### config.mk
export PLATFORM = sky130hd
export DESIGN_NAME = fcs_host_ctrl
export DESIGN_NICKNAME = d
export VERILOG_FILES = /design/src/fcs_pkg.sv /design/src/fcs_host_ctrl.sv
export SDC_FILE = /design/constraint.sdc
export NUM_CORES = 1
export LEC_CHECK = 0
export BUFFER_PORTS_ARGS = -buffer_cell sky130_fd_sc_hd__buf_4
export CAP_MARGIN = 30
export CORE_MARGIN = 10
export CORE_UTILIZATION = 58
export DETAILED_ROUTE_END_ITERATION = 10
export PLACE_DENSITY = 0.92
export SYNTH_ARGS = -nofsm -noshare
export SYNTH_HDL_FRONTEND = slang
export SYNTH_SLANG_ARGS = --single-unit
export TNS_END_PERCENT = 30
### constraint.sdc
create_clock -name ref_clk_i -period 4.4 [get_ports ref_clk_i]
set_input_delay 0.22 -clock ref_clk_i [delete_from_list [all_inputs] [get_ports ref_clk_i]]
set_output_delay 0.22 -clock ref_clk_i [all_outputs]
set_load 0.02 [all_outputs]
### src/fcs_pkg.sv
/*
 * Constants for the host-side controller of a parallel NOR flash command
 * state machine: register map, operation codes, bus-cycle timing, command
 * codes. Assumes a 125 MHz system clock and an asynchronous flash bus.
 */
// Contract
// - Write only with CE, WE low, OE high
// - Host writes reset after timeout flag or autoselect; the controller reads no timeout flag
// - Autoselect: two unlocks then autoselect command
// - Host leaves autoselect only with reset command
// - Program is two unlocks, setup, address/data
// - Bypass entry: two unlocks then bypass code
// - Bypass program: command then address/data
// - Bypass accepts only program and two-cycle exit
package fcs_pkg;

   // ****************************************************************
   // Register map (byte addresses, one word each)
   // ****************************************************************
   localparam logic [7:0] REG_CTRL   = 8'h00;
   localparam logic [7:0] REG_ADDR   = 8'h04;
   localparam logic [7:0] REG_WDATA  = 8'h08;
   localparam logic [7:0] REG_RDATA  = 8'h0c;
   localparam logic [7:0] REG_STATUS = 8'h10;
   localparam logic [7:0] REG_CFG    = 8'h14;

   localparam int CTRL_GO_BIT     = 31;
   localparam int STAT_BUSY_BIT   = 0;
   localparam int STAT_BYPASS_BIT = 1;
   localparam int STAT_AUTO_BIT   = 2;
   localparam int STAT_ERR_BIT    = 3;
   localparam int STAT_RB_BIT     = 4;
   localparam int CFG_BYTE_BIT    = 0;
   localparam int CFG_HWRST_BIT   = 1;
   localparam int CFG_HV_BIT      = 2;
   localparam logic [2:0] CFG_RESET = 3'h0;

   localparam logic [1:0] RESP_OKAY   = 2'h0;
   localparam logic [1:0] RESP_SLVERR = 2'h2;

   localparam int ADDR_W = 18;
   localparam int DATA_W = 16;

   typedef enum logic [3:0] {
      OP_READ, OP_RESET, OP_PROG, OP_AUTOSEL,
      OP_BYP_ENTER, OP_BYP_PROG, OP_BYP_EXIT, OP_RAW_WRITE
   } fcs_op_e;

   // ****************************************************************
   // Command codes and unlock cycles
   // ****************************************************************
   localparam logic [ADDR_W-1:0] UNLOCK1_ADDR = 18'h00555;
   localparam logic [ADDR_W-1:0] UNLOCK2_ADDR = 18'h002aa;
   localparam logic [DATA_W-1:0] UNLOCK1_DATA = 16'h00aa;
   localparam logic [DATA_W-1:0] UNLOCK2_DATA = 16'h0055;
   localparam logic [DATA_W-1:0] CMD_RESET    = 16'h00f0;
   localparam logic [DATA_W-1:0] CMD_AUTOSEL  = 16'h0090;
   localparam logic [DATA_W-1:0] CMD_PROG     = 16'h00a0;
   localparam logic [DATA_W-1:0] CMD_BYPASS   = 16'h0020;
   localparam logic [DATA_W-1:0] CMD_BYP_PROG = 16'h00a0;
   localparam logic [DATA_W-1:0] CMD_BYP_EX1  = 16'h0090;
   localparam logic [DATA_W-1:0] CMD_BYP_EX2  = 16'h0000;

   // ****************************************************************
   // Bus timing
   // ****************************************************************
   localparam int CLK_PS      = 8000;
   localparam int T_SETUP_NS  = 30;
   localparam int T_WP_NS     = 70;
   localparam int T_WPH_NS    = 40;
   localparam int T_ACC_NS    = 100;
   localparam int T_BUSY_NS   = 90;
   localparam int C_SETUP = (T_SETUP_NS * 1000 + CLK_PS - 1) / CLK_PS;
   localparam int C_WP    = (T_WP_NS * 1000 + CLK_PS - 1) / CLK_PS;
   localparam int C_WPH   = (T_WPH_NS * 1000 + CLK_PS - 1) / CLK_PS;
   localparam int C_ACC   = (T_ACC_NS * 1000 + CLK_PS - 1) / CLK_PS + 2;
   localparam int C_BUSY  = (T_BUSY_NS * 1000 + CLK_PS - 1) / CLK_PS;

endpackage

### src/fcs_host_ctrl.sv
/*
 * Host controller for a parallel NOR flash. Software orders single reads,
 * command sequences and programs through AXI4-Lite registers; the module
 * runs the asynchronous bus cycles on the flash pins.
 * Assumes flash pins are asynchronous to ref_clk_i and the board resolves
 * the data bus from flash_dq_oe_o.
 */
`timescale 1ns/1ps
module fcs_host_ctrl
   import fcs_pkg::*;
(
   input  wire logic              ref_clk_i,
   input  wire logic              srst_i,
   input  wire logic [7:0]        s_axi_awaddr_i,
   input  wire logic              s_axi_awvalid_i,
   output logic                   s_axi_awready_o,
   input  wire logic [31:0]       s_axi_wdata_i,
   input  wire logic [3:0]        s_axi_wstrb_i,
   input  wire logic              s_axi_wvalid_i,
   output logic                   s_axi_wready_o,
   output logic [1:0]             s_axi_bresp_o,
   output logic                   s_axi_bvalid_o,
   input  wire logic              s_axi_bready_i,
   input  wire logic [7:0]        s_axi_araddr_i,
   input  wire logic              s_axi_arvalid_i,
   output logic                   s_axi_arready_o,
   output logic [31:0]            s_axi_rdata_o,
   output logic [1:0]             s_axi_rresp_o,
   output logic                   s_axi_rvalid_o,
   input  wire logic              s_axi_rready_i,
   output logic                   flash_ce_n_o,
   output logic                   flash_we_n_o,
   output logic                   flash_oe_n_o,
   output logic [ADDR_W-1:0]      flash_addr_o,
   input  wire logic [DATA_W-1:0] flash_dq_i,
   output logic [DATA_W-1:0]      flash_dq_o,
   output logic                   flash_dq_oe_o,
   output logic                   flash_byte_n_o,
   output logic                   flash_reset_n_o,
   output logic                   id_high_voltage_en_o,
   input  wire logic              ready_busy_pin_n_i
);

   typedef enum logic [2:0] {
      ST_IDLE, ST_W_SETUP, ST_W_PULSE, ST_W_HOLD, ST_R_ACC, ST_BUSY_WAIT
   } fcs_state_e;

   // ****************************************************************
   // Pin synchronisers
   // ****************************************************************
   logic [DATA_W-1:0] dq_meta_q, dq_sync_q;
   logic              rb_meta_q, rb_sync_q;

   always_ff @(posedge ref_clk_i)
   begin
      dq_meta_q <= flash_dq_i;
      dq_sync_q <= dq_meta_q;
      rb_meta_q <= ready_busy_pin_n_i;
      rb_sync_q <= rb_meta_q;
   end

   // ****************************************************************
   // Registers and bus slave
   // ****************************************************************
   logic [ADDR_W-1:0] addr_q;
   logic [DATA_W-1:0] wdata_q, rdata_q;
   logic [2:0]        cfg_q;
   fcs_op_e           op_q;
   logic              busy_q, bypass_q, auto_q, err_q;
   logic              bvalid_q, rvalid_q;
   logic [1:0]        bresp_q, rresp_q;
   logic [31:0]       rd_q;
   logic              wr_take, rd_take, go;

   assign wr_take         = s_axi_awvalid_i && s_axi_wvalid_i && !bvalid_q;
   assign s_axi_awready_o = wr_take;
   assign s_axi_wready_o  = wr_take;
   assign rd_take         = s_axi_arvalid_i && !rvalid_q;
   assign s_axi_arready_o = rd_take;
   assign s_axi_bvalid_o  = bvalid_q;
   assign s_axi_bresp_o   = bresp_q;
   assign s_axi_rvalid_o  = rvalid_q;
   assign s_axi_rresp_o   = rresp_q;
   assign s_axi_rdata_o   = rd_q;
   // Orders arriving while a sequence runs are dropped so the pins never glitch
   assign go = wr_take && s_axi_awaddr_i == REG_CTRL && s_axi_wstrb_i[3]
               && s_axi_wdata_i[CTRL_GO_BIT] && !busy_q;

   always_ff @(posedge ref_clk_i)
   begin
      if (srst_i)
      begin
         bvalid_q <= 1'b0;
         bresp_q  <= RESP_OKAY;
      end
      else if (wr_take)
      begin
         bvalid_q <= 1'b1;
         bresp_q  <= (s_axi_awaddr_i == REG_CTRL || s_axi_awaddr_i == REG_ADDR ||
                      s_axi_awaddr_i == REG_WDATA || s_axi_awaddr_i == REG_CFG) ?
                     RESP_OKAY : RESP_SLVERR;
      end
      else if (s_axi_bready_i)
         bvalid_q <= 1'b0;
   end

   always_ff @(posedge ref_clk_i)
   begin
      if (srst_i)
      begin
         addr_q  <= '0;
         wdata_q <= '0;
         cfg_q   <= CFG_RESET;
      end
      else if (wr_take)
      begin
         if (s_axi_awaddr_i == REG_ADDR)
            addr_q <= s_axi_wdata_i[ADDR_W-1:0];
         if (s_axi_awaddr_i == REG_WDATA)
            wdata_q <= s_axi_wdata_i[DATA_W-1:0];
         if (s_axi_awaddr_i == REG_CFG)
            cfg_q <= s_axi_wdata_i[2:0];
      end
   end

   always_ff @(posedge ref_clk_i)
   begin
      if (srst_i)
      begin
         rvalid_q <= 1'b0;
         rresp_q  <= RESP_OKAY;
         rd_q     <= '0;
      end
      else if (rd_take)
      begin
         rvalid_q <= 1'b1;
         rresp_q  <= RESP_OKAY;
         case (s_axi_araddr_i)
            REG_CTRL:   rd_q <= {28'h0000000, op_q};
            REG_ADDR:   rd_q <= {14'h0000, addr_q};
            REG_WDATA:  rd_q <= {16'h0000, wdata_q};
            REG_RDATA:  rd_q <= {16'h0000, rdata_q};
            REG_STATUS: rd_q <= {27'h0000000, rb_sync_q, err_q, auto_q, bypass_q, busy_q};
            REG_CFG:    rd_q <= {29'h00000000, cfg_q};
            default:
            begin
               rd_q    <= '0;
               rresp_q <= RESP_SLVERR;
            end
         endcase
      end
      else if (s_axi_rready_i)
         rvalid_q <= 1'b0;
   end

   // ****************************************************************
   // Step table
   // ****************************************************************
   function automatic logic [ADDR_W+DATA_W-1:0] step_word(input fcs_op_e op,
      input logic [1:0] idx, input logic [ADDR_W-1:0] a, input logic [DATA_W-1:0] d);
      logic [DATA_W-1:0] cmd;
      cmd = CMD_PROG;
      if (op == OP_AUTOSEL)
         cmd = CMD_AUTOSEL;
      else if (op == OP_BYP_ENTER)
         cmd = CMD_BYPASS;
      case (op)
         OP_PROG, OP_AUTOSEL, OP_BYP_ENTER:
            case (idx)
               2'h0:    step_word = {UNLOCK1_ADDR, UNLOCK1_DATA};
               2'h1:    step_word = {UNLOCK2_ADDR, UNLOCK2_DATA};
               2'h2:    step_word = {UNLOCK1_ADDR, cmd};
               default: step_word = {a, d};
            endcase
         OP_BYP_PROG:
            step_word = (idx == 2'h0) ? {UNLOCK1_ADDR, CMD_BYP_PROG} : {a, d};
         OP_BYP_EXIT:
            step_word = (idx == 2'h0) ? {a, CMD_BYP_EX1} : {a, CMD_BYP_EX2};
         OP_RESET:
            step_word = {a, CMD_RESET};
         default:
            step_word = {a, d};
      endcase
   endfunction

   function automatic logic [1:0] last_step(input fcs_op_e op);
      case (op)
         OP_PROG:                 last_step = 2'h3;
         OP_AUTOSEL, OP_BYP_ENTER: last_step = 2'h2;
         OP_BYP_PROG, OP_BYP_EXIT: last_step = 2'h1;
         default:                 last_step = 2'h0;
      endcase
   endfunction

   // ****************************************************************
   // Bus cycle sequencer
   // ****************************************************************
   fcs_state_e                st_q;
   logic [1:0]                idx_q;
   logic [7:0]                cnt_q;
   logic [ADDR_W+DATA_W-1:0]  step;
   fcs_op_e                   new_op;
   logic                      refuse;

   assign step   = step_word(op_q, idx_q, addr_q, wdata_q);
   assign new_op = fcs_op_e'(s_axi_wdata_i[3:0]);
   // Bypass mode takes only reads, its own program and exit; autoselect only reads, reset or raw writes
   always_comb
   begin
      refuse = 1'b0;
      if (bypass_q)
         refuse = !(new_op inside {OP_READ, OP_BYP_PROG, OP_BYP_EXIT});
      else if (new_op inside {OP_BYP_PROG, OP_BYP_EXIT})
         refuse = 1'b1;
      else if (auto_q)
         refuse = !(new_op inside {OP_READ, OP_RESET, OP_RAW_WRITE});
   end

   always_ff @(posedge ref_clk_i)
   begin
      if (srst_i)
      begin
         st_q     <= ST_IDLE;
         op_q     <= OP_READ;
         idx_q    <= 2'h0;
         cnt_q    <= 8'h00;
         busy_q   <= 1'b0;
         err_q    <= 1'b0;
         bypass_q <= 1'b0;
         auto_q   <= 1'b0;
         rdata_q  <= '0;
      end
      else
      begin
         case (st_q)
            ST_IDLE:
               if (go)
               begin
                  err_q <= refuse;
                  idx_q <= 2'h0;
                  cnt_q <= 8'h00;
                  if (!refuse)
                  begin
                     op_q   <= new_op;
                     busy_q <= 1'b1;
                     st_q   <= (new_op == OP_READ) ? ST_R_ACC : ST_W_SETUP;
                  end
               end
            ST_W_SETUP:
               if (cnt_q == 8'(C_SETUP))
               begin
                  cnt_q <= 8'h00;
                  st_q  <= ST_W_PULSE;
               end
               else
                  cnt_q <= cnt_q + 8'h01;
            ST_W_PULSE:
               if (cnt_q == 8'(C_WP))
               begin
                  cnt_q <= 8'h00;
                  st_q  <= ST_W_HOLD;
               end
               else
                  cnt_q <= cnt_q + 8'h01;
            ST_W_HOLD:
               if (cnt_q == 8'(C_WPH))
               begin
                  cnt_q <= 8'h00;
                  if (idx_q != last_step(op_q))
                  begin
                     idx_q <= idx_q + 2'h1;
                     st_q  <= ST_W_SETUP;
                  end
                  else if (op_q == OP_PROG || op_q == OP_BYP_PROG)
                     st_q <= ST_BUSY_WAIT;
                  else
                  begin
                     busy_q <= 1'b0;
                     st_q   <= ST_IDLE;
                     case (op_q)
                        OP_RESET:
                        begin
                           auto_q <= 1'b0;
                           bypass_q <= 1'b0;
                        end
                        OP_AUTOSEL:   auto_q <= 1'b1;
                        OP_BYP_ENTER: bypass_q <= 1'b1;
                        OP_BYP_EXIT:  bypass_q <= 1'b0;
                        default:      auto_q <= auto_q;
                     endcase
                  end
               end
               else
                  cnt_q <= cnt_q + 8'h01;
            ST_R_ACC:
               if (cnt_q == 8'(C_ACC))
               begin
                  rdata_q <= dq_sync_q;
                  busy_q  <= 1'b0;
                  st_q    <= ST_IDLE;
               end
               else
                  cnt_q <= cnt_q + 8'h01;
            ST_BUSY_WAIT:
               // Busy pin may lag the last write edge, so give it time to fall
               if (cnt_q != 8'(C_BUSY))
                  cnt_q <= cnt_q + 8'h01;
               else if (rb_sync_q)
               begin
                  busy_q <= 1'b0;
                  st_q   <= ST_IDLE;
               end
            default:
               st_q <= ST_IDLE;
         endcase
      end
   end

   // ****************************************************************
   // Pin drivers
   // ****************************************************************
   always_ff @(posedge ref_clk_i)
   begin
      if (srst_i)
      begin
         flash_ce_n_o  <= 1'b1;
         flash_we_n_o  <= 1'b1;
         flash_oe_n_o  <= 1'b1;
         flash_addr_o  <= '0;
         flash_dq_o    <= '0;
         flash_dq_oe_o <= 1'b0;
      end
      else
      begin
         // WE falls after CE and rises with it, so WE sets both latch edges
         flash_ce_n_o  <= !(st_q inside {ST_W_SETUP, ST_W_PULSE, ST_R_ACC});
         flash_we_n_o  <= st_q != ST_W_PULSE;
         flash_oe_n_o  <= st_q != ST_R_ACC;
         flash_dq_oe_o <= st_q inside {ST_W_SETUP, ST_W_PULSE, ST_W_HOLD};
         if (st_q == ST_R_ACC)
            flash_addr_o <= addr_q;
         else if (st_q inside {ST_W_SETUP, ST_W_PULSE, ST_W_HOLD})
         begin
            flash_addr_o <= step[ADDR_W+DATA_W-1:DATA_W];
            flash_dq_o   <= step[DATA_W-1:0];
         end
      end
   end

   assign flash_byte_n_o       = !cfg_q[CFG_BYTE_BIT];
   assign flash_reset_n_o      = !cfg_q[CFG_HWRST_BIT];
   assign id_high_voltage_en_o = cfg_q[CFG_HV_BIT];

endmodule

==> results.yml, run 1 <==
status:
  status: "finished clean"
clock_tree:
  cts_made_buffers: 17
  clock_latency_ps: 420
  root_buffer: "clkbuf_16"
  clk_pin_slew_worst_paths_ps: 60
  htree_num_levels: 4
  cts_num_sinks: 168
  cts_tree: "yes"
  cts_buffer_depth: 2
  postCtsSetupBuffers: 0
synth:
  syn-instance-count: 758
  synth_area_um2: 6980
  synthTopCellsByArea: "dfxtp_1 (48%), mux2i_1 (5.4%), a21oi_1 (4.6%)"
  ys_warn_count: 0
  synth_top_area_share_pct: 48.2
  ys_seq_area_share_pct: 48.2
  synth_edf_count: 0
  avgSynthCellArea_um2: 9.21
  yosysTopAreaCell: "dfxtp_1"
  async_flop_share_pct: 0
  synth.distinct_cells: 72
  synthFlopType: "dfxtp_1"
  ys_ff_latch: 168
worst_setup_path:
  reg2reg_setup_slack_ps: 1460
  cp.required_ps: 4680
  timing.critical_path.buf_inv: 1
  cp-start-kind: "flip-flop"
  crit_type: "reg2reg"
  path_delay_family: "simple AND/OR/NAND/NOR gates"
  critPathArrivalTime_ps: 3220
  rr_worst_depth: 5
  cpPeakStageDelay_ps: 870
  worstReg2RegStart: "st_q[2]"
  crit_path_max_fanout: 16
  path_cells: "inv_1 > nor3_1 > nand4_1 > nand2_1 > a21oi_1"
  crit_slowest_cell: "nor3_1"
  endpoint_kind: "flip-flop"
  timing.rr.end: "rdata_q[10]"
cells_and_area:
  diodes: 0
  fin_area_um2: 8650
  areaGrowthSynthToFinish_pct: 23.9
  drive_gt1_share_pct: 21.3
  post-route-util_pct: 72.6
  fin_nets: 957
power_and_ir_drop:
  worst_ir_drop_vdd_mv: 0.315
  fin_total_pwr_mw: 3.18
  p_leak_nw: 3.39
  pwr_density_cell_nw_per_um2: 368
sta:
  period_needed_ps: 2940
  fin_skew_ps: 5.68
  hold_viol: 0
  fin_crit_sh_pct: 66.8
  setup_tns_ps: 0
  slew_violations: 0
  setup_viol: 0
  relSlewSlack_pct: 26.4
  worst_slew_pin_slew_ps: 1100
  rsz0062_at_grt: "false"
  fmax_mhz: 340
grt:
  antenna_found_initial: 0
  grt_pass1_wl_um: 32700
  grt_pass1_vias: 6300
  grt_overflow: 0
  grt_start_max_net_pins: 59
  grt_util_all_layers_pct: 24.5
hold_path:
  hold_class: "in2reg"
  worstHoldEndpoint: "wdata_q[15]"
  holdCritStartpoint: "s_axi_wdata_i[15]"
  holdPathStages: 3
detailed_routing:
  drt-total-wl_um: 21000
  routed_via_density: 6.36
  dr.pass1.iters: 7
  drc: 0
  dr.first_iter.drc_count: 1166
  ant_nets: 0
  post_drt_wl_per_cell_um: 20.4
  vias: 6570
floorplan:
  dieArea_um2: 16800
  row_count: 40
  die_y_um: 130
  pin_count: 158
  die_x_um: 130
  initial_core_util_pct: 58.6
  coreArea_um2: 11900
placement:
  portBuffers: 125
  place_hpwl_um: 13900
  placed_area_um2: 7860
  globalplace.congestion: 0.984
job:
  max_cap_violations: 0
-- worst max-delay path by stage --
stage	start	to	depth (start not counted)
final	st_q[2]	rdata_q[10]	5
after global routing	st_q[2]	rdata_q[4]	5
after CTS	st_q[2]	rdata_q[10]	5
after detailed placement	st_q[2]	rdata_q[12]	5
after global placement	st_q[2]	rdata_q[12]	5
after floorplan	s_axi_bvalid_o	addr_q[10]	9
-- stage by stage --
stage / worst slack (ps) / instances / hold WS, ps
after global routing: 1270 / 1033 / 40.1
after floorplan: 2390 / 773 / 248
after global placement: 1850 / 981 / 310
final: 1460 / 1033 / 44.7
after CTS: 1640 / 1030 / 36.9
after detailed placement: 1730 / 982 / 312
-- area by class of cell --
class / instances / area [um2]
multi-input cells: 522 / 3280
flip-flops and latches: 168 / 3360
well taps: 147 / 184
clock inverters: 12 / 141
repair buffers: 150 / 1190
clock buffers: 19 / 443
inverters: 15 / 56.3
fillers: 794 / 3260
-- timing repair --
item                      4_1_cts  5_1_grt
hold buffers                   17        0
hold endpoints to repair       17        0
resized for setup               0        0
-- cells in the mapped netlist (3+ instances only) --
| master | n |
|---|---|
| a211oi_1 | 9 |
| a21o_1 | 4 |
| a21oi_1 | 64 |
| a222oi_1 | 11 |
| a22o_1 | 12 |
| a311oi_1 | 6 |
| a31oi_1 | 5 |
| a32oi_1 | 6 |
| and3_1 | 4 |
| buf_2 | 14 |
| buf_4 | 19 |
| clkbuf_1 | 34 |
| dfxtp_1 | 168 |
| ha_1 | 7 |
| inv_1 | 15 |
| mux2i_1 | 38 |
| mux4_2 | 3 |
| nand2_1 | 84 |
| nand2b_1 | 15 |
| nand3_1 | 26 |
| nand3b_1 | 4 |
| nand4_1 | 7 |
| nor2_1 | 63 |
| nor2b_1 | 3 |
| nor3_1 | 8 |
| nor4_1 | 5 |
| nor4b_1 | 3 |
| nor4bb_1 | 6 |
| o211ai_1 | 5 |
| o21a_1 | 3 |
| o21ai_0 | 37 |
| o221a_2 | 6 |
| o22ai_1 | 7 |
| o31ai_1 | 3 |
| or3_1 | 8 |
| xor2_1 | 3 |
-- flip-flops by register name (all words and copies together) (netlist names), 2 cells and up --
register       cells
st_q               3
addr_q            18
dq_sync_q         16
rdata_q           16
flash_addr_o      18
dq_meta_q         16
cnt_q              8
idx_q              2
cfg_q              3
wdata_q           16
op_q               4
s_axi_rdata_o     18
flash_dq_o        16
-- worst min-delay path: stages --
cell	delay (ps)
buf_4	80
mux2i_1	50
nor2_1	80
-- metal layers --
layer | global-route usage (%) | wire, um | share of wire (%) | vias to the layer above
li1 | - | - | - | 2946
met1 | 29.0 | 7570 | 36 | 3096
met2 | 39.9 | 10200 | 48 | 447
met3 | 7.67 | 2460 | 12 | 81
met4 | 11.0 | 814 | 3.9 | 0
met5 | 0 | 0 | 0 | -
-- placed cells by master (no fill, tap or decap), types with 9 or more instances in the layout --
master / n
buf_4: 131
conb_1: 16
o21ai_0: 37
nand2b_1: 15
inv_1: 15
nor2_1: 63
nand3_1: 26
a211oi_1: 9
clkbuf_16: 17
a222oi_1: 11
a21oi_1: 64
nand2_1: 84
dfxtp_1: 168
a22o_1: 12
mux2i_1: 38
dlygate4sd3_1: 17
-- cells by family (layout without fill, tap and decap cells) --
group                      count (synthesis)  count (layout)  synth area share (%)
xor gates and xnor gates                   5               5                 0.627
DFF                                      168             168                  48.2
AOI/OAI and AO/OA                        196             196                  18.9
adders and majority gates                  7               7                  1.25
muxes                                     43              43                  6.74
buffers and inverters                     83             196                  5.73
other                                      1              16                0.0537
and+or+nand+nor                          255             255                  18.5
-- power by group --
group	leakage [nW]	switching (mW)	total (mW)	internal, mW
Sequential	1.37	0.00765	1.55	1.54
Clock	0.281	0.625	1.48	0.857
Combinational	1.74	0.0866	0.152	0.0658
Total	3.39	0.719	3.18	2.46
(Power assumes the default switching activity.)
==> run 2: changes to the inputs <==
--- a/config.mk
+++ b/config.mk
@@ -8,9 +8,9 @@
 export BUFFER_PORTS_ARGS = -buffer_cell sky130_fd_sc_hd__buf_4
 export CAP_MARGIN = 30
 export CORE_MARGIN = 10
-export CORE_UTILIZATION = 58
+export CORE_UTILIZATION = 54
 export DETAILED_ROUTE_END_ITERATION = 10
-export PLACE_DENSITY = 0.92
+export PLACE_DENSITY = 0.87
 export SYNTH_ARGS = -nofsm -noshare
 export SYNTH_HDL_FRONTEND = slang
 export SYNTH_SLANG_ARGS = --single-unit
==> constraint.sdc (replaced) <==
create_clock -name ref_clk_i -period 2.8 [get_ports ref_clk_i]
set_input_delay 0.14 -clock ref_clk_i [delete_from_list [all_inputs] [get_ports ref_clk_i]]
set_output_delay 0.14 -clock ref_clk_i [all_outputs]
set_load 0.02 [all_outputs]
==> run 2 against run 1 <==
  * First-iteration DRC count is 20% lower
  * Setup slack worse by 1000 ps
  * Cell count increased by 5.4%
  * Clock skew is 6.6 ps higher
  * Sequential power grew 57%
  * Via count hardly changed
  * Critical endpoint is now cnt_q[7]
  * Largest power group unchanged
==> results.yml, run 2 (synthesized netlist as in run 1, its figures left out) <==
worst_setup_path:
  cp-start-kind: "flip-flop"
  endpoint_kind: "flip-flop"
  rr_worst_depth: 8
  timing.rr.end: "cnt_q[7]"
  worstReg2RegStart: "cnt_q[0]"
  crit_path_max_fanout: 10
  crit_type: "reg2reg"
  critPathArrivalTime_ps: 2700
  reg2reg_setup_slack_ps: 460
  cp.required_ps: 3160
detailed_routing:
  routed_via_density: 6.03
  dr.pass1.iters: 8
  post_drt_wl_per_cell_um: 19.9
  drc: 0
  drt-total-wl_um: 21600
  ant_nets: 0
  vias: 6569
  dr.first_iter.drc_count: 937
grt:
  grt_overflow: 0
  grt_pass1_vias: 6403
  grt_start_max_net_pins: 43
  antenna_found_initial: 0
  grt_util_all_layers_pct: 23.4
  grt_pass1_wl_um: 34000
sta:
  setup_viol: 0
  slew_violations: 0
  setup_slack_ps: 458
  hold_viol: 0
  rsz0062_at_grt: "false"
  setup_tns_ps: 0
  fmax_mhz: 427
  fin_skew_ps: 12.3
  relSlewSlack_pct: 49.5
  period_needed_ps: 2340
  worst_slew_pin_slew_ps: 751
  fin_crit_sh_pct: 83.7
  whs_ps: 7.50
floorplan:
  coreArea_um2: 12600
  die_y_um: 134
  pin_count: 158
  die_x_um: 134
  initial_core_util_pct: 55.3
  row_count: 41
  dieArea_um2: 17900
hold_path:
  holdCritStartpoint: "s_axi_wdata_i[16]"
  worstHoldEndpoint: "addr_q[16]"
  hold_class: "in2reg"
  holdPathStages: 3
clock_tree:
  root_buffer: "clkbuf_16"
  cts_made_buffers: 17
  cts_buffer_depth: 2
  cts_resized: 0
  clk_pin_slew_worst_paths_ps: 70
  cts_num_sinks: 168
  htree_num_levels: 4
  clock_latency_ps: 440
  cts_tree: "yes"
cells_and_area:
  fin_area_um2: 8940
  post-route-util_pct: 70.9
  areaGrowthSynthToFinish_pct: 28.0
  stdcell_count: 1089
  fin_nets: 987
  final_cell_mix: "dfxtp_1 (168), buf_4 (149), nand2_1 (84), a21oi_1 (64), nor2_1 (63)"
  mostFrequentLayoutCell: "dfxtp_1"
  drive_gt1_share_pct: 22.6
  diodes: 0
placement:
  place_hpwl_um: 14600
  dp.cells: 1026
  globalplace.congestion: 0.926
  portBuffers: 125
  placed_area_um2: 8030
  dp_slack_ps: 502
job:
  max_cap_violations: 0
power_and_ir_drop:
  p_leak_nw: 3.54
  pwr_density_cell_nw_per_um2: 572
  fin_total_pwr_mw: 5.11
  worst_ir_drop_vdd_mv: 0.546
status:
  status: "finished clean"
-- run 2: routing by layer --
metal  up-vias  global-route usage (%)  wire [um]
met5         -                       0          0
met4         0                    10.6        786
met3        63                    4.85       2120
met2       392                    37.7      10200
met1      3108                    29.4       8490
li1       3006                       -          -
-- run 2: final cells by class --
cell class              count  area, um2
repair buffers            180       1430
fillers                   910       3680
flip-flops and latches    168       3360
multi-input cells         522       3280
clock buffers              17        425
inverters                  15       56.3
clock inverters            15        174
well taps                 172        215
-- run 2: worst max-delay path, cell delays in order, from the launching register on --
cell	delay, ps
dfxtp_1	410
inv_1	100
ha_1	270
mux2_2	280
a31oi_1	160
o2bb2ai_1	190
buf_4	210
or4_1	500
a21oi_1	150
-- run 2: what timing repair did --
item,4_1_cts,5_1_grt
hold endpoints to repair,42,0
hold buffers,31,0
setup buffers,0,0
-- run 2: worst max-delay path by stage --
stage	end	slack (ps)	cells past startpoint	start
2_1_floorplan	addr_q[10]	790	9	s_axi_bvalid_o
3_3_place_gp	cnt_q[7]	570	8	cnt_q[0]
3_5_place_dp	cnt_q[7]	500	8	cnt_q[0]
4_1_cts	cnt_q[7]	480	8	cnt_q[0]
5_1_grt	cnt_q[7]	290	8	cnt_q[0]
6_report	cnt_q[7]	460	8	cnt_q[0]
-- run 2: where the power goes --
group          leakage, nW  switching (mW)  internal, mW
sequential            1.37          0.0120          2.42
combinational         1.87           0.144         0.118
clock                0.300            1.07          1.35
